[config.mk]
export PLATFORM = sky130hd
export DESIGN_NAME = dra_dictionary
export DESIGN_NICKNAME = d
export VERILOG_FILES = /design/src/core/dra_pkg.sv /design/src/core/dra_acc_if.sv /design/src/core/dra_access_unit.sv /design/src/core/dra_dictionary.sv
export SDC_FILE = /design/constraint.sdc
export NUM_CORES = 1
export LEC_CHECK = 0
export ABC_AREA = 1
export BUFFER_PORTS_ARGS = -buffer_cell sky130_fd_sc_hd__buf_2
export CAP_MARGIN = 25
export CORE_UTILIZATION = 40
export DETAILED_ROUTE_END_ITERATION = 10
export PLACE_DENSITY = 0.7
export SLEW_MARGIN = 20
export SYNTH_ARGS = -nofsm -noshare
export SYNTH_HDL_FRONTEND = slang
export SYNTH_SLANG_ARGS = --single-unit
[constraint.sdc]
create_clock -name i_ref_clk -period 14.8 [get_ports i_ref_clk]
set_input_delay 2.22 -clock i_ref_clk [delete_from_list [all_inputs] [get_ports i_ref_clk]]
set_output_delay 2.22 -clock i_ref_clk [all_outputs]
set_load 0.03 [all_outputs]
[src/core/dra_pkg.sv]
// Package with constants shared by the dictionary access design
package dra_pkg;

  // ==========================================================================
  // Dictionary indexes
  localparam logic [15:0] IDX_PDO_COMM   = 16'h0020;
  localparam logic [15:0] IDX_PDO_MAP    = 16'h0021;
  localparam logic [15:0] IDX_SDO_PARAM  = 16'h0022;
  localparam logic [15:0] IDX_IDENTITY   = 16'h0023;
  localparam logic [15:0] IDX_UREG_TYPES = 16'h0040;
  localparam logic [15:0] IDX_DEV_TYPE   = 16'h1000;

  // ==========================================================================
  // Object codes
  localparam logic [7:0] OBJ_NULL      = 8'h00;
  localparam logic [7:0] OBJ_DOMAIN    = 8'h02;
  localparam logic [7:0] OBJ_DEFTYPE   = 8'h05;
  localparam logic [7:0] OBJ_DEFSTRUCT = 8'h06;
  localparam logic [7:0] OBJ_VAR       = 8'h07;
  localparam logic [7:0] OBJ_ARRAY     = 8'h08;
  localparam logic [7:0] OBJ_RECORD    = 8'h09;

  // ==========================================================================
  // Data type indexes and descriptor word layout
  localparam logic [15:0] DT_U8  = 16'h0005;
  localparam logic [15:0] DT_U16 = 16'h0006;
  localparam logic [15:0] DT_U32 = 16'h0007;
  localparam logic [7:0]  DESC_RSVD = 8'h00;

  // ==========================================================================
  // Sub-indexes and record sizes
  localparam logic [7:0] SUB_COUNT      = 8'h00;
  localparam logic [7:0] SUB_DESC       = 8'hFF;
  localparam logic [7:0] SUB_ONE        = 8'h01;
  localparam logic [7:0] SUB_TWO        = 8'h02;
  localparam logic [7:0] SUB_THREE      = 8'h03;
  localparam logic [7:0] PDO_COMM_COUNT = 8'h06;
  localparam logic [7:0] PDO_MAP_MAX    = 8'h04;
  localparam logic [7:0] SDO_COUNT      = 8'h03;
  localparam logic [7:0] IDENT_COUNT    = 8'h04;
  localparam logic [7:0] UREG_TYPES     = 8'h0E;

  // ==========================================================================
  // Access types of user registers
  localparam logic [3:0] ACC_FULL   = 4'h1;
  localparam logic [3:0] ACC_UPPER  = 4'h2;
  localparam logic [3:0] ACC_LOWER  = 4'h3;
  localparam logic [3:0] ACC_U24    = 4'h4;
  localparam logic [3:0] ACC_I24    = 4'h5;
  localparam logic [3:0] ACC_BYTE   = 4'h6;
  localparam logic [3:0] ACC_OR32   = 4'h7;
  localparam logic [3:0] ACC_ORUP   = 4'h8;
  localparam logic [3:0] ACC_ORLO   = 4'h9;
  localparam logic [3:0] ACC_OR8    = 4'hA;
  localparam logic [3:0] ACC_CLR32  = 4'hB;
  localparam logic [3:0] ACC_CLRUP  = 4'hC;
  localparam logic [3:0] ACC_CLRLO  = 4'hD;
  localparam logic [3:0] ACC_CLR8   = 4'hE;

  // ==========================================================================
  // Request sources and answer codes
  localparam logic [1:0] SRC_LOCAL  = 2'h0;
  localparam logic [1:0] SRC_REMOTE = 2'h1;
  localparam logic [1:0] SRC_PDO    = 2'h2;

  localparam logic [2:0] ERR_NONE      = 3'h0;
  localparam logic [2:0] ERR_NO_OBJ    = 3'h1;
  localparam logic [2:0] ERR_NO_SUB    = 3'h2;
  localparam logic [2:0] ERR_READ_ONLY = 3'h3;
  localparam logic [2:0] ERR_WR_ONLY   = 3'h4;
  localparam logic [2:0] ERR_NOT_MAP   = 3'h5;
  localparam logic [2:0] ERR_RANGE     = 3'h6;

  // Reset values of the writable records
  localparam logic [31:0] RST_WORD = 32'h0000_0000;
  localparam logic [7:0]  RST_BYTE = 8'h00;

endpackage

[src/core/dra_acc_if.sv]
// Interface carrying a user register access between the main block and the access unit
interface dra_acc_if;
  logic [3:0]  acc_type;
  logic [31:0] old_val;
  logic [31:0] wdata;
  logic [31:0] new_val;
  logic [31:0] rd_val;
  logic        type_ok;
  logic        write_only;

  modport main (
    output acc_type,
    output old_val,
    output wdata,
    input  new_val,
    input  rd_val,
    input  type_ok,
    input  write_only
  );

  modport unit (
    input  acc_type,
    input  old_val,
    input  wdata,
    output new_val,
    output rd_val,
    output type_ok,
    output write_only
  );
endinterface

[src/core/dra_access_unit.sv]
// Combinational merge of one user register access by access type
module dra_access_unit
  import dra_pkg::*;
(
  dra_acc_if.unit acc
);

  // ==========================================================================
  // Access type decode
  // Operands are taken as plain unsigned bit patterns; only the signed 24-bit type (ACC_I24) sign extends bit 23
  always_comb begin
    acc.type_ok    = (acc.acc_type >= ACC_FULL) && (acc.acc_type <= ACC_CLR8);
    acc.write_only = (acc.acc_type >= ACC_OR32);
    acc.rd_val     = RST_WORD;
    acc.new_val    = acc.old_val;
    case (acc.acc_type)
      ACC_FULL: begin
        acc.rd_val  = acc.old_val;
        acc.new_val = acc.wdata;
      end
      ACC_UPPER: begin
        acc.rd_val  = {16'h0000, acc.old_val[31:16]};
        acc.new_val = {acc.wdata[15:0], acc.old_val[15:0]};
      end
      ACC_LOWER: begin
        acc.rd_val  = {16'h0000, acc.old_val[15:0]};
        acc.new_val = {acc.old_val[31:16], acc.wdata[15:0]};
      end
      ACC_U24: begin
        acc.rd_val  = {8'h00, acc.old_val[23:0]};
        acc.new_val = {8'h00, acc.wdata[23:0]};
      end
      ACC_I24: begin
        acc.rd_val  = {{8{acc.old_val[23]}}, acc.old_val[23:0]};
        acc.new_val = {{8{acc.wdata[23]}}, acc.wdata[23:0]};
      end
      ACC_BYTE: begin
        acc.rd_val  = {24'h000000, acc.old_val[7:0]};
        acc.new_val = {acc.old_val[31:8], acc.wdata[7:0]};
      end
      ACC_OR32:  acc.new_val = acc.old_val | acc.wdata;
      ACC_ORUP:  acc.new_val = acc.old_val | {acc.wdata[15:0], 16'h0000};
      ACC_ORLO:  acc.new_val = acc.old_val | {16'h0000, acc.wdata[15:0]};
      ACC_OR8:   acc.new_val = acc.old_val | {24'h000000, acc.wdata[7:0]};
      ACC_CLR32: acc.new_val = acc.old_val & ~acc.wdata;
      ACC_CLRUP: acc.new_val = acc.old_val & ~{acc.wdata[15:0], 16'h0000};
      ACC_CLRLO: acc.new_val = acc.old_val & ~{16'h0000, acc.wdata[15:0]};
      ACC_CLR8:  acc.new_val = acc.old_val & ~{24'h000000, acc.wdata[7:0]};
      default:   acc.new_val = acc.old_val;
    endcase
  end

endmodule

[src/core/dra_dictionary.sv]
// Object dictionary access block: descriptors, PDO and SDO records, user registers
module dra_dictionary
  import dra_pkg::*;
#(
  parameter int          NUM_UREG      = 8,
  parameter int          REG_AW        = 3,
  parameter logic [7:0]  UREG_RO_MASK  = 8'h80,
  parameter logic [31:0] DEV_TYPE_WORD = 32'h0000_0ABC  // Arbitrary value
) (
  input  wire logic              i_ref_clk,
  input  wire logic              i_resetn,
  input  wire logic              i_req_valid,
  input  wire logic              i_req_write,
  input  wire logic [1:0]        i_req_source,
  input  wire logic [15:0]       i_req_index,
  input  wire logic [7:0]        i_req_sub,
  input  wire logic [REG_AW-1:0] i_req_reg,
  input  wire logic [31:0]       i_req_wdata,
  output logic                   o_rsp_valid,
  output logic                   o_rsp_err,
  output logic [2:0]             o_rsp_code,
  output logic [31:0]            o_rsp_data
);

  // ==========================================================================
  // Reset release
  logic [1:0] rst_sync;
  logic       rst_n;

  // Release is delayed two edges so that every flop leaves reset together
  always_ff @(posedge i_ref_clk or negedge i_resetn) begin
    if (!i_resetn) begin
      rst_sync <= 2'b00;
    end else begin
      rst_sync <= {rst_sync[0], 1'b1};
    end
  end
  assign rst_n = rst_sync[1];

  // ==========================================================================
  // Storage
  logic [31:0] ureg [NUM_UREG];
  logic [7:0]  map_count;
  logic [31:0] map_entry [PDO_MAP_MAX];
  logic [31:0] sdo_rx_id;
  logic [31:0] sdo_tx_id;
  logic [7:0]  sdo_client;

  // ==========================================================================
  // Decode functions
  // Object code of an index; unknown indexes answer as null entries
  function automatic logic [7:0] obj_code(input logic [15:0] idx);
    if (idx == IDX_DEV_TYPE) begin
      obj_code = OBJ_VAR;
    end else if (idx == IDX_PDO_COMM || idx == IDX_PDO_MAP ||
                 idx == IDX_SDO_PARAM || idx == IDX_IDENTITY) begin
      obj_code = OBJ_DEFSTRUCT;
    end else if (idx == IDX_UREG_TYPES) begin
      obj_code = OBJ_DEFSTRUCT;
    end else begin
      obj_code = OBJ_NULL;
    end
  endfunction

  // Complex entries are the only ones that carry count and descriptor subs
  function automatic logic is_complex(input logic [7:0] code);
    is_complex = (code == OBJ_ARRAY) || (code == OBJ_RECORD) || (code == OBJ_DEFSTRUCT);
  endfunction

  // Field type of a sub-index within the PDO communication layout
  function automatic logic [15:0] comm_field(input logic [7:0] sub);
    if (sub == SUB_ONE) begin
      comm_field = DT_U32;
    end else if (sub == SUB_THREE || sub == 8'h05) begin
      comm_field = DT_U16;
    end else begin
      comm_field = DT_U8;
    end
  endfunction

  // ==========================================================================
  // Access unit
  dra_acc_if acc ();
  logic [REG_AW-1:0] sel;
  logic              sel_ok;
  logic              sel_ro;

  assign sel            = i_req_reg;
  assign sel_ok         = (32'(i_req_reg) < NUM_UREG);
  assign sel_ro         = UREG_RO_MASK[sel];
  assign acc.acc_type   = i_req_sub[3:0];
  assign acc.old_val    = ureg[sel];
  assign acc.wdata      = i_req_wdata;

  dra_access_unit u_access (
    .acc (acc.unit)
  );

  // ==========================================================================
  // Request decode
  logic [7:0]  req_code;
  logic        next_err;
  logic [2:0]  next_code;
  logic [31:0] next_data;
  logic        next_ureg_wr;
  logic        next_map_wr;
  logic        next_sdo_wr;
  logic        is_type_sub;

  assign req_code    = obj_code(i_req_index);
  assign is_type_sub = (i_req_sub != SUB_COUNT) && (i_req_sub != SUB_DESC);

  // Every source takes the same path; only the device type refuses PDO use
  always_comb begin
    next_code    = ERR_NONE;
    next_data    = RST_WORD;
    next_ureg_wr = 1'b0;
    next_map_wr  = 1'b0;
    next_sdo_wr  = 1'b0;
    if (req_code == OBJ_NULL) begin
      next_code = ERR_NO_OBJ;
    end else if (i_req_index == IDX_DEV_TYPE) begin
      if (i_req_source == SRC_PDO) begin
        next_code = ERR_NOT_MAP;
      end else if (i_req_sub != SUB_COUNT) begin
        next_code = ERR_NO_SUB;
      end else if (i_req_write) begin
        next_code = ERR_READ_ONLY;
      end else begin
        next_data = DEV_TYPE_WORD;
      end
    end else if (i_req_sub == SUB_DESC) begin
      if (i_req_write || !is_complex(req_code)) begin
        next_code = i_req_write ? ERR_READ_ONLY : ERR_NO_SUB;
      end else begin
        next_data = {DESC_RSVD, i_req_index, req_code};
      end
    end else if (i_req_index == IDX_UREG_TYPES && is_type_sub) begin
      // User register access, same for local, remote and PDO requests
      if (!acc.type_ok || !sel_ok || i_req_sub > UREG_TYPES) begin
        next_code = ERR_NO_SUB;
      end else if (!i_req_write && acc.write_only) begin
        next_code = ERR_WR_ONLY;
      end else if (i_req_write && sel_ro) begin
        next_code = ERR_READ_ONLY;
      end else if (i_req_write) begin
        next_ureg_wr = 1'b1;
      end else begin
        next_data = acc.rd_val;
      end
    end else if (i_req_sub == SUB_COUNT) begin
      if (i_req_index == IDX_PDO_MAP) begin
        if (!i_req_write) begin
          next_data = {24'h000000, map_count};
        end else if (i_req_wdata > {24'h000000, PDO_MAP_MAX}) begin
          next_code = ERR_RANGE;
        end else begin
          next_map_wr = 1'b1;
        end
      end else if (i_req_write) begin
        next_code = ERR_READ_ONLY;
      end else if (i_req_index == IDX_PDO_COMM) begin
        next_data = {24'h000000, PDO_COMM_COUNT};
      end else if (i_req_index == IDX_SDO_PARAM) begin
        next_data = {24'h000000, SDO_COUNT};
      end else if (i_req_index == IDX_IDENTITY) begin
        next_data = {24'h000000, IDENT_COUNT};
      end else begin
        next_data = {24'h000000, UREG_TYPES};
      end
    end else if (i_req_index == IDX_PDO_COMM && i_req_sub <= PDO_COMM_COUNT) begin
      if (i_req_write) begin
        next_code = ERR_READ_ONLY;
      end else begin
        next_data = {16'h0000, comm_field(i_req_sub)};
      end
    end else if (i_req_index == IDX_PDO_MAP && i_req_sub <= PDO_MAP_MAX) begin
      if (i_req_write) begin
        next_map_wr = 1'b1;
      end else begin
        next_data = map_entry[i_req_sub[1:0] - 2'd1];
      end
    end else if (i_req_index == IDX_SDO_PARAM && i_req_sub <= SDO_COUNT) begin
      if (i_req_write) begin
        next_sdo_wr = 1'b1;
      end else if (i_req_sub == SUB_ONE) begin
        next_data = sdo_rx_id;
      end else if (i_req_sub == SUB_TWO) begin
        next_data = sdo_tx_id;
      end else begin
        next_data = {24'h000000, sdo_client};
      end
    end else begin
      next_code = ERR_NO_SUB;
    end
    next_err = (next_code != ERR_NONE);
  end

  // ==========================================================================
  // Answer registers
  always_ff @(posedge i_ref_clk or negedge rst_n) begin
    if (!rst_n) begin
      o_rsp_valid <= 1'b0;
      o_rsp_err   <= 1'b0;
      o_rsp_code  <= ERR_NONE;
      o_rsp_data  <= RST_WORD;
    end else begin
      o_rsp_valid <= i_req_valid;
      o_rsp_err   <= i_req_valid && next_err;
      o_rsp_code  <= i_req_valid ? next_code : ERR_NONE;
      o_rsp_data  <= (i_req_valid && !next_err) ? next_data : RST_WORD;
    end
  end

  // ==========================================================================
  // User registers
  // A refused request never reaches the write strobe, so the target stays put
  always_ff @(posedge i_ref_clk or negedge rst_n) begin
    if (!rst_n) begin
      for (int i = 0; i < NUM_UREG; i++) begin
        ureg[i] <= RST_WORD;
      end
    end else if (i_req_valid && next_ureg_wr) begin
      ureg[sel] <= acc.new_val;
    end
  end

  // ==========================================================================
  // PDO mapping record
  always_ff @(posedge i_ref_clk or negedge rst_n) begin
    if (!rst_n) begin
      map_count <= RST_BYTE;
      for (int i = 0; i < PDO_MAP_MAX; i++) begin
        map_entry[i] <= RST_WORD;
      end
    end else if (i_req_valid && next_map_wr) begin
      if (i_req_sub == SUB_COUNT) begin
        map_count <= i_req_wdata[7:0];
      end else begin
        map_entry[i_req_sub[1:0] - 2'd1] <= i_req_wdata;
      end
    end
  end

  // ==========================================================================
  // SDO parameter record
  always_ff @(posedge i_ref_clk or negedge rst_n) begin
    if (!rst_n) begin
      sdo_rx_id  <= RST_WORD;
      sdo_tx_id  <= RST_WORD;
      sdo_client <= RST_BYTE;
    end else if (i_req_valid && next_sdo_wr) begin
      if (i_req_sub == SUB_ONE) begin
        sdo_rx_id <= i_req_wdata;
      end else if (i_req_sub == SUB_TWO) begin
        sdo_tx_id <= i_req_wdata;
      end else begin
        sdo_client <= i_req_wdata[7:0];
      end
    end
  end

  // ==========================================================================
  // Checks
  logic [REG_AW-1:0] last_sel;
  logic [31:0]       last_old;
  logic [31:0]       last_wdata;

  // Snapshot of the previous request, read only by the checks
  always_ff @(posedge i_ref_clk or negedge rst_n) begin
    if (!rst_n) begin
      last_sel   <= '0;
      last_old   <= RST_WORD;
      last_wdata <= RST_WORD;
    end else begin
      last_sel   <= sel;
      last_old   <= ureg[sel];
      last_wdata <= i_req_wdata;
    end
  end

  logic ureg_wr_req;
  assign ureg_wr_req = i_req_valid && i_req_write && (i_req_index == IDX_UREG_TYPES) &&
                       sel_ok && !sel_ro;
endmodule

Word-level counts from Yosys, hierarchy flattened
Memory sizes are Yosys's and may differ from the RTL's.
Cells that the tools add are included.
Word-level totals
  flip-flop bits (word level): 503
  bits in latches: 0
  ROM bits: 8
  memories kept: 1
  output and inout bits: 37
  RAM bits: 0
  input bits: 65
  word-level logic and storage cells: 213
Cells by class
  add/sub/neg operators: 1
  order comparisons: 13
  div/mod/pow operators: 0
  reductions and logical operators: 36
  bitwise operators: 17
  shift-type cells: 0
  muxes and demuxes: 94
  equal/unequal tests: 30
  $mul: 0
Memories
  (name not given): depth 8, width 1, read ports 1, clocked after memory_dff 0, wr ports 0, line dra_dictionary.sv:90  | assign sel_ro = UREG_RO_MASK[sel];
Operator list (count)
  $mux W32: 24
  $pmux W32 S14: 1
  $bwmux W256: 1
  $pmux W32 S6: 1
  $and A32 B32 Y32: 4
  $bwmux W128: 1
  $bmux W32 S3: 1
  $demux W32 S3: 1
  $bmux W32 S2: 1
  $demux W32 S2: 1
  $eq A16 B6 Y1 const B: 4
  $not A32 Y32: 2
  $or A32 B32 Y32: 2
  $mux W3: 15
  $mux W12: 3
  $gt A32 B3 Y1 const B: 1
  $not A16 Y32: 1
  $not A8 Y32: 1
  $or A32 B16 Y32: 1
  $or A32 B8 Y32: 1
  $eq A4 B4 Y1 const B: 7
  $mux W1: 28
  $mux W24: 1
  $mux W8: 3
  other kinds (37): 85

Longest topological paths before layout
Gate-level depths: netlist (run 1).
  depth after elaboration: 19
  mapped depth: 19
  gate-level depth less buffers: 16

Modules after synthesis
From an unflattened synthesis (run 1), not the netlist that was laid out.
Second synthesis, totals
  cell total of the unflattened synthesis: 3108
  area total of the unflattened synthesis: 24457.2 um^2
By module, submodules not included
  dra_dictionary: times used 1, seq. area each 12587.1 um^2, area each 21859.7 um^2, cells each 2515
  dra_access_unit: times used 1, seq. area each 0.0 um^2, area each 2597.5 um^2, cells each 593

Worst setup path after synthesis (run 1)
Ideal clock, no wire load.
  path type: input to register
  from: in i_req_sub[0]
  to: reg ureg[203] (netlist name)
  library setup time: 0.117 ns
  stages: 15
  data arrival time: 4.539 ns
  buffers on the path: 4
  data required time: 14.683 ns
  slack: 10.144 ns
  path through: inv_1 > clkbuf_1 > clkbuf_1 > ha_1 > clkbuf_1 > inv_1 > o21ai_0 > nand2_2 > inv_2 > nand3_1 > nor3_4 > nand2_1 > clkbuf_1 > nand2_1 > nand2_1
On the way
  longest elaborated chain between the ends: 10
  elaborated cells between the ends (all ways): 36
  those cells by class: order compare: 4; eq/ne: 16; mux: 8; reduce/logical: 8
Ends and longest elaborated chain
  start: declaration: line dra_dictionary.sv:16  | input wire logic [7:0] i_req_sub,
  $ge A4 B1 Y1 or $le A4 B4 Y1 (tied branches): line dra_access_unit.sv:12  | acc.type_ok = (acc.acc_type >= ACC_FULL) && (acc.acc_type <= ACC_CLR8);
  $logic_and A1 B1 Y1: line dra_access_unit.sv:12
  $logic_not A1 Y1: line dra_dictionary.sv:140  | if (!acc.type_ok || !sel_ok || i_req_sub > UREG_TYPES) begin
  $logic_or A1 B1 Y1: line dra_dictionary.sv:140
  $mux W1: line dra_dictionary.sv:140
  $mux W1: line dra_dictionary.sv:138  | end else if (i_req_index == IDX_UREG_TYPES && is_type_sub) begin
  $mux W1: line dra_dictionary.sv:132  | end else if (i_req_sub == SUB_DESC) begin
  $mux W1: line dra_dictionary.sv:122  | end else if (i_req_index == IDX_DEV_TYPE) begin
  $mux W1: line dra_dictionary.sv:120  | if (req_code == OBJ_NULL) begin
  $logic_and A1 B1 Y1: line dra_dictionary.sv:223  | end else if (i_req_valid && next_ureg_wr) begin
  end signal: indexed assignment: line dra_dictionary.sv:224  | ureg[sel] <= acc.new_val;
  end: declaration: line dra_dictionary.sv:42  | logic [31:0] ureg [NUM_UREG];
Several ways; a longest one is shown, not always the timed one.
A chain may end at the register's enable or synchronous reset.

Final worst setup path (run 1)
  from: in i_req_sub[0]
  to: reg o_rsp_data[4]
On the way
  longest elaborated chain between the ends: 14
  elaborated cells between the ends (all ways): 68
  those cells by class: add/sub: 1; order compare: 7; eq/ne: 10; mux: 35; bitwise: 1; reduce/logical: 14
Ends and longest elaborated chain
  $le A8 B2 Y1 or $sub A2 B1 Y2 (tied branches): line dra_dictionary.sv:183, dra_dictionary.sv:181
  $logic_and A1 B1 Y1 or $not A2 Y3 (tied branches): line dra_dictionary.sv:183, dra_dictionary.sv:181
  $mux W2 or $bmux W32 S2 (tied branches): line dra_dictionary.sv:183, dra_dictionary.sv:181
  $mux W2 or $mux W32 (tied branches): line dra_dictionary.sv:177, dra_dictionary.sv:181
  $mux W3 or $mux W32 (tied branches): line dra_dictionary.sv:171, dra_dictionary.sv:181
  $mux W3 or $mux W32 (tied branches): line dra_dictionary.sv:151, dra_dictionary.sv:178
  $mux W3 or $mux W32 (tied branches): line dra_dictionary.sv:138, dra_dictionary.sv:177
  $mux W3 or $mux W32 (tied branches): line dra_dictionary.sv:132, dra_dictionary.sv:171
  $mux W3 or $mux W32 (tied branches): line dra_dictionary.sv:122, dra_dictionary.sv:151
  $mux W3 or $mux W32 (tied branches): line dra_dictionary.sv:120, dra_dictionary.sv:138
  $reduce_bool A3 Y1 or $mux W32 (tied branches): line dra_dictionary.sv:196, dra_dictionary.sv:132
  $logic_not A1 Y1 or $mux W32 (tied branches): line dra_dictionary.sv:211, dra_dictionary.sv:122
  $logic_and A1 B1 Y1 or $mux W32 (tied branches): line dra_dictionary.sv:211, dra_dictionary.sv:120
  $mux W32 (*): line dra_dictionary.sv:211  | o_rsp_data <= (i_req_valid && !next_err) ? next_data : RST_WORD;
  end signal: assignment: line dra_dictionary.sv:211
  end: declaration: line dra_dictionary.sv:22  | output logic [31:0] o_rsp_data
Every way passes the cells marked *; elsewhere a longest branch is shown, timed or not. The select of a mux whose other input is x is not followed.

==> results of run 1 <==
==> Yosys cell counts (5+ instances only) <==
cell type | instances | share of area
nand3_1 | 74 | 0.015
buf_6 | 5 | 0.0023
buf_1 | 5 | 0.00078
o21ai_0 | 336 | 0.070
dfrtp_1 | 503 | 0.53
nand2_2 | 25 | 0.0065
o22ai_1 | 56 | 0.015
a22oi_1 | 36 | 0.011
o221ai_1 | 11 | 0.0040
nand4_1 | 16 | 0.0042
a21oi_1 | 56 | 0.012
ha_1 | 6 | 0.0031
a22o_1 | 12 | 0.0044
buf_2 | 31 | 0.0065
a221oi_1 | 34 | 0.012
nand2_1 | 1147 | 0.18
a211oi_1 | 12 | 0.0038
nor2_2 | 19 | 0.0050
nor2_4 | 6 | 0.0028
o21ai_1 | 38 | 0.0079
inv_2 | 8 | 0.0013
clkbuf_1 | 138 | 0.022
o211ai_1 | 18 | 0.0056
inv_1 | 189 | 0.030
nor2_1 | 202 | 0.032
clkinv_1 | 5 | 0.00078
nor3_1 | 10 | 0.0021
==> metrics by stage <==
stage | std cells | hold WS, ns
2_1_floorplan | 3036 | 0.331
3_5_place_dp | 3768 | 0.337
6_report | 3871 | 0.347
3_3_place_gp | 3761 | 0.332
5_1_grt | 3871 | 0.352
4_1_cts | 3867 | 0.350
==> routing by layer <==
layer	wire length (µm)	vias up
met5	0	-
met2	34600	1028
met4	3360	0
met3	6920	211
met1	32300	10238
li1	-	9868
==> report_power, final <==
part / switching [mW] / internal [mW]
Sequential: 0.00267 / 1.38
Combinational: 0.180 / 0.0481
Clock: 0.567 / 0.835
Total: 0.750 / 2.26
==> cells by family (layout without fill, tap and decap cells) <==
logic type | Yosys count | after routing
other | 1 | 3
and+or+nand+nor | 1518 | 1518
AOI/OAI and AO/OA | 625 | 625
DFF | 503 | 503
adders and majority gates | 6 | 6
buffers and inverters | 383 | 443
==> sequential cells by signal, indices dropped and copies added (netlist names) <==
register / cells
o_rsp_err: 1
o_rsp_data: 32
sdo_client: 8
sdo_rx_id: 32
o_rsp_code: 3
o_rsp_valid: 1
ureg: 256
map_count: 8
sdo_tx_id: 32
map_entry: 128
rst_sync: 2
==> worst reg2reg max path, stage by stage, from the launching register on <==
cell and delay, ns:
dfrtp_4 0.84, buf_4 0.67, buf_4 0.57, buf_12 0.30, buf_6 0.61
==> worst max path at each step <==
stage,from,end,cells past startpoint
finish,i_req_sub[0],o_rsp_data[4],14
global route,i_req_sub[0],o_rsp_data[14],14
CTS,i_req_sub[0],o_rsp_data[4],14
detailed placement,i_req_sub[0],o_rsp_data[4],14
global placement,i_req_sub[0],o_rsp_data[14],14
floorplan,rst_sync[1],map_count[0],0
==> layout make-up <==
cell class | count | area, µm² | area share
Inverter | 202 | 758 | 0.0280
Tap cell | 773 | 967 | 0.0357
Clock inverter | 23 | 289 | 0.0107
Clock buffer | 76 | 1550 | 0.0573
Multi-Input combinational cell | 2150 | 9940 | 0.367
Antenna cell | 2 | 5.00 | 0.000185
Timing Repair Buffer | 142 | 990 | 0.0365
Sequential cell | 503 | 12600 | 0.465
==> impl_metrics.csv, run 1 <==
group,metric,value,unit
placed_design,dp_hpwl,50700,µm
layout,drive_above_1_share,0.104,
synthesis,yosysSeqAreaShare,0.525,
setup_path,path_cells,"buf_2 -> buf_4 -> ha_1 -> nand2_1 -> nor3_4 -> nor2_2 -> nand2_2 -> inv_2 -> nand2_1 -> clkinv_1 -> nand2_1 -> nand3_1 -> nor2_1 -> nor2_1",
global_route,grt_pass1_vias,20151,
die,die-width,247,µm
clocking,clk_pin_slew,0.06,ns
layout,syn_to_final_growth,13.0,%
synthesis,yosys.area_share.simple,0.256,
setup_path,rrSetupSlack,11.77,ns
clocking,cts_tree,"yes",
synthesis,synthesis.nets,3107,
routing,ant_nets,0,
routing,route.detailed.drc,8,
setup_path,worst_path_max_delay_cell,"buf_4",
synthesis,synth_compound_area_frac,0.152,
setup_path,r2r-end,"ureg[97]",
layout,fillers,5856,
synthesis,avgSynthCellArea,7.89,µm²
timing,setup_tns,0,ns
power,vdd_drop_max,0.0000836,V
routing,drtPass1Iterations,8,
global_route,top_usage_layer,"met2",
clocking,cts_hold_buffers,0,
synthesis,synth-xor-area-share,0,
min_path,worst_hold_path_type,"flop to flop",
synthesis,synth_top_family_by_area,"simple AND/OR/NAND/NOR gates",
clocking,clk_latency,0.61,ns
clocking,cts_max_level,2,
global_route,antenna_found_initial,2,
min_path,holdCritStartpoint,"rst_sync[0]",
placed_design,post-place-ws,8.84,ns
clocking,clock_sink_count,503,
timing,fin_skew,0.0148,ns
power,finalPower,3.01,mW
synthesis,ys_warn_count,0,
power,power_density,111,nW/µm²
timing,setup_viol,0,
timing,clock.fmax,184,MHz
synthesis,synthAdderAreaFrac,0.00313,
setup_path,cp-start-kind,"input pin",
clocking,clockBufferDepth,3,
synthesis,synth-seq-cells,503,
synthesis,syn_area,24000,µm²
setup_path,cp.required,15.29,ns
global_route,grt_pass1_wl,120000,µm
global_route,gr-usage-met3,0.0451,
min_path,hold_depth,0,
layout,post-route-util,0.458,
setup_path,slowest_delay,0.62,ns
timing,tightest_slew,1.06,ns
timing,slew_headroom,0.289,
setup_path,critPathTopFamily,"simple AND/OR/NAND/NOR gates",
synthesis,synth_cell_types,47,
status,violations,"DRC",
setup_path,crit_buf_inv,4,
clocking,root_buffer,"clkbuf_16",
timing,finalMaxSlewViolations,0,
synthesis,synth_edf_count,0,
routing,drt-total-wl,77200,µm
synthesis,synthArstFlopShare,1.00,
die,start_util,0.405,
routing,vias_per_cell,5.51,
synthesis,synth_ff_type,"dfrtp_1",
placed_design,place.gp.congestion,1.01,
timing,final.min_clock_period,5.44,ns
routing,wl_per_cell,19.9,µm
timing,worst_slack,9.36,ns
power,p_leak,13.5,nW
setup_path,crit_fanout,71,
global_route,grt_usage,0.257,
layout,final_cell_mix,"nand2_1 (1143), dfrtp_1 (502), o21ai_0 (336)",
timing,fin_crit_sh,0.367,
routing,vias,21345,
timing,rsz0062_at_grt,"false",
die,fp.coreArea,59100,µm²
job,drv_cap,0,
setup_path,path_common_cell,"nand2_1",
setup_path,r2r_start,"rst_sync[1]",
routing,drt_iter0_drc,2316,
clocking,cts-buffers-inserted,53,
global_route,use_met2,0.395,
die,die_h,247,µm
placed_design,io_buffers,101,
die,row_count,89,
setup_path,cp.arrival,5.93,ns
status,outcome,"complete, but fails checks",
placed_design,dpl_cell_area,25200,µm²
synthesis,netlist_instances,3036,
setup_path,reg2regPathDepth,4,
global_route,grt_max_degree,178,
min_path,worstHoldEndpoint,"rst_sync[1]",
layout,layout_commonest_cell,"nand2_1",
global_route,grt.overflow.total,0,
die,fp.dieArea,60900,µm²
layout,fin_nets,3123,
clocking,post_cts_resized,0,
setup_path,crit_path_end_kind,"flop",
layout,fin_area,27100,µm²
timing,hold_viol,0,
global_route,met1_usage,0.357,
clocking,post_cts_buffers,0,
synthesis,synthMuxAreaShare,0,
setup_path,crit_type,"input pin to flop",
die,io_pins,102,
Note: power is estimated with default switching activity, not from simulation.
==> inputs of run 2 (changes only) <==
--- a/config.mk
+++ b/config.mk
@@ -10,7 +10,7 @@
 export CAP_MARGIN = 25
 export CORE_UTILIZATION = 40
 export DETAILED_ROUTE_END_ITERATION = 10
-export PLACE_DENSITY = 0.7
+export PLACE_DENSITY = 0.68
 export SLEW_MARGIN = 20
 export SYNTH_ARGS = -nofsm -noshare
 export SYNTH_HDL_FRONTEND = slang
==> constraint.sdc (replaced) <==
create_clock -name i_ref_clk -period 5.15 [get_ports i_ref_clk]
set_input_delay 0.7725 -clock i_ref_clk [delete_from_list [all_inputs] [get_ports i_ref_clk]]
set_output_delay 0.7725 -clock i_ref_clk [all_outputs]
set_load 0.03 [all_outputs]
==> impl_metrics.csv, run 2 (synthesis results as in run 1) <==
group,metric,value,unit
layout,final_cell_mix,"nand2_1 (1143), dfrtp_1 (502), o21ai_0 (336)",
layout,largest-register,"ureg",
timing,setup_viol,0,
job,drv_cap,0,
setup_path,rrSetupSlack,3.00,ns
setup_path,r2r-end,"o_rsp_data[31]",
setup_path,cp-start-kind,"input pin",
routing,dr_wl_met2,35400,µm
layout,fillers,5865,
timing,holdWs,0.240,ns
global_route,grt_pass1_vias,20211,
die,die_h,247,µm
routing,ant_nets,0,
clocking,clk_latency,0.62,ns
die,fp.dieArea,60900,µm²
layout,layout_commonest_cell,"nand2_1",
clocking,root_buffer,"clkbuf_16",
layout,fin_nets,3133,
setup_path,r2r_start,"ureg[55]",
routing,drtPass1Iterations,10,
global_route,grt_usage,0.260,
timing,finalMaxSlewViolations,0,
global_route,grt.overflow.total,0,
routing,met1_length,33000,µm
setup_path,crit_fanout,22,
routing,wl_per_cell,20.3,µm
setup_path,reg2regPathDepth,8,
die,io_pins,102,
layout,largest_register_ffs,256,
power,vdd_drop_max,0.000261,V
timing,slew_headroom,0.270,
die,die-width,247,µm
routing,top_layer,"met4",
timing,fin_crit_sh,0.639,
global_route,antenna_found_initial,0,
power,p_leak,13.4,nW
timing,rsz0062_at_grt,"false",
global_route,grt_pass1_wl,121000,µm
timing,clock.fmax,304,MHz
clocking,clk_pin_slew,0.07,ns
layout,drive_above_1_share,0.107,
layout,syn_to_final_growth,12.5,%
die,fp.coreArea,59100,µm²
status,violations,"DRC",
layout,reg_top3,"ureg: 256 flops, map_entry: 128 flops",
setup_path,setup.worst_path.end,"o_rsp_data[16]",
timing,hold_viol,0,
placed_design,place.gp.congestion,0.998,
routing,drt_iter0_drc,2220,
routing,wl_met3,6640,µm
power,power_density,315,nW/µm²
timing,tightest_slew,1.09,ns
die,row_count,89,
routing,drt-total-wl,78500,µm
die,start_util,0.405,
status,outcome,"complete, but fails checks",
setup_path,crit_path_end_kind,"flop",
setup_path,crit_type,"input pin to flop",
placed_design,dp_hpwl,52000,µm
placed_design,io_buffers,101,
global_route,grt_max_degree,185,
setup_path,cp.required,5.66,ns
routing,route.detailed.drc,8,
clocking,clock_sink_count,503,
timing,final.min_clock_period,3.29,ns
timing,setup_tns,0,ns
clocking,cts_max_level,2,
clocking,cts-buffers-inserted,54,
min_path,worst_hold_path_type,"flop to asynchronous set/reset pin",
clocking,cts_tree,"yes",
routing,vias,21256,
timing,fin_skew,0.0310,ns
layout,n_antenna_cell,0,
setup_path,cp.arrival,3.80,ns
clocking,clockBufferDepth,3,
setup_path,crit_path_start,"i_req_sub[0]",
routing,vias_per_cell,5.48,
run 2: changes by cell type in the layout (fill, tap and decap cells not counted), moves of 2 or more:
cell / delta
buf_12: +3
buf_16: -7
buf_4: +14
bufinv_16: -6
clkbuf_16: +4
clkinvlp_4: +3
diode_2: -2
inv_6: -2
nand2_2: +2
nand2_4: -2
run 2: where the power goes:
part,total [mW],switching [mW],internal (mW)
Sequential,3.96,0.00432,3.95
Combinational,0.662,0.525,0.137
Clock,3.88,1.65,2.23
run 2: worst max-delay path, cell delays in order:
cell and delay (ns):
buf_2 0.23, inv_2 0.21, ha_1 0.33, nand2_1 0.10
nor2_1 0.07, nor2_2 0.16, nand2_2 0.07, inv_2 0.40
o31ai_1 0.23, a21oi_2 0.21, nand2_1 0.10, nor2_4 0.15
nand3_2 0.47, nor2_2 0.26
run 2: metrics by stage:
step	std cells	cell area [µm²]	setup slack, ns	total power [mW]	utilization
after floorplan	3036	24000	0.247	4.41	-
after global placement	3777	25200	1.30	4.68	0.426
after detailed placement	3778	25200	1.26	4.67	0.426
after CTS	3878	27000	1.89	8.53	0.456
after global routing	3878	27000	1.64	8.75	0.456
final	3878	27000	1.86	8.50	0.456
run 2: timing repair:
action / in CTS / in global routing
hold endpoints to repair: 2 / 0
hold buffers: 1 / 0
setup buffers: 0 / 0
resized for setup: 0 / 0
endpoints found under the setup margin: 0 / 0
run 2: worst min path at each step:
| stage | startpoint | to | slack (ns) | depth (start not counted) |
|---|---|---|---|---|
| after detailed placement | rst_sync[1] | ureg[52] | 0.25 | 0 |
| final | rst_sync[1] | ureg[49] | 0.24 | 0 |
| after global placement | rst_sync[1] | ureg[52] | 0.25 | 0 |
| after global routing | rst_sync[1] | ureg[49] | 0.27 | 0 |
| after floorplan | rst_sync[0] | rst_sync[1] | 0.33 | 0 |
| after CTS | rst_sync[1] | ureg[177] | 0.25 | 0 |
run 2: layout make-up:
type                            instances  area [µm²]  share of cell area
Clock buffer                           81        1670              0.0618
Clock inverter                         18         110             0.00408
Inverter                              202         758              0.0281
Multi-Input combinational cell       2150        9930               0.368
Sequential cell                       503       12600               0.467
Tap cell                              773         967              0.0359
Timing Repair Buffer                  151         946              0.0351
run 2: layer usage:
metal,global-route usage,vias up
met5,0,-
met4,0.117,0
met3,0.0526,170
met2,0.404,911
met1,0.351,10290
li1,-,9885
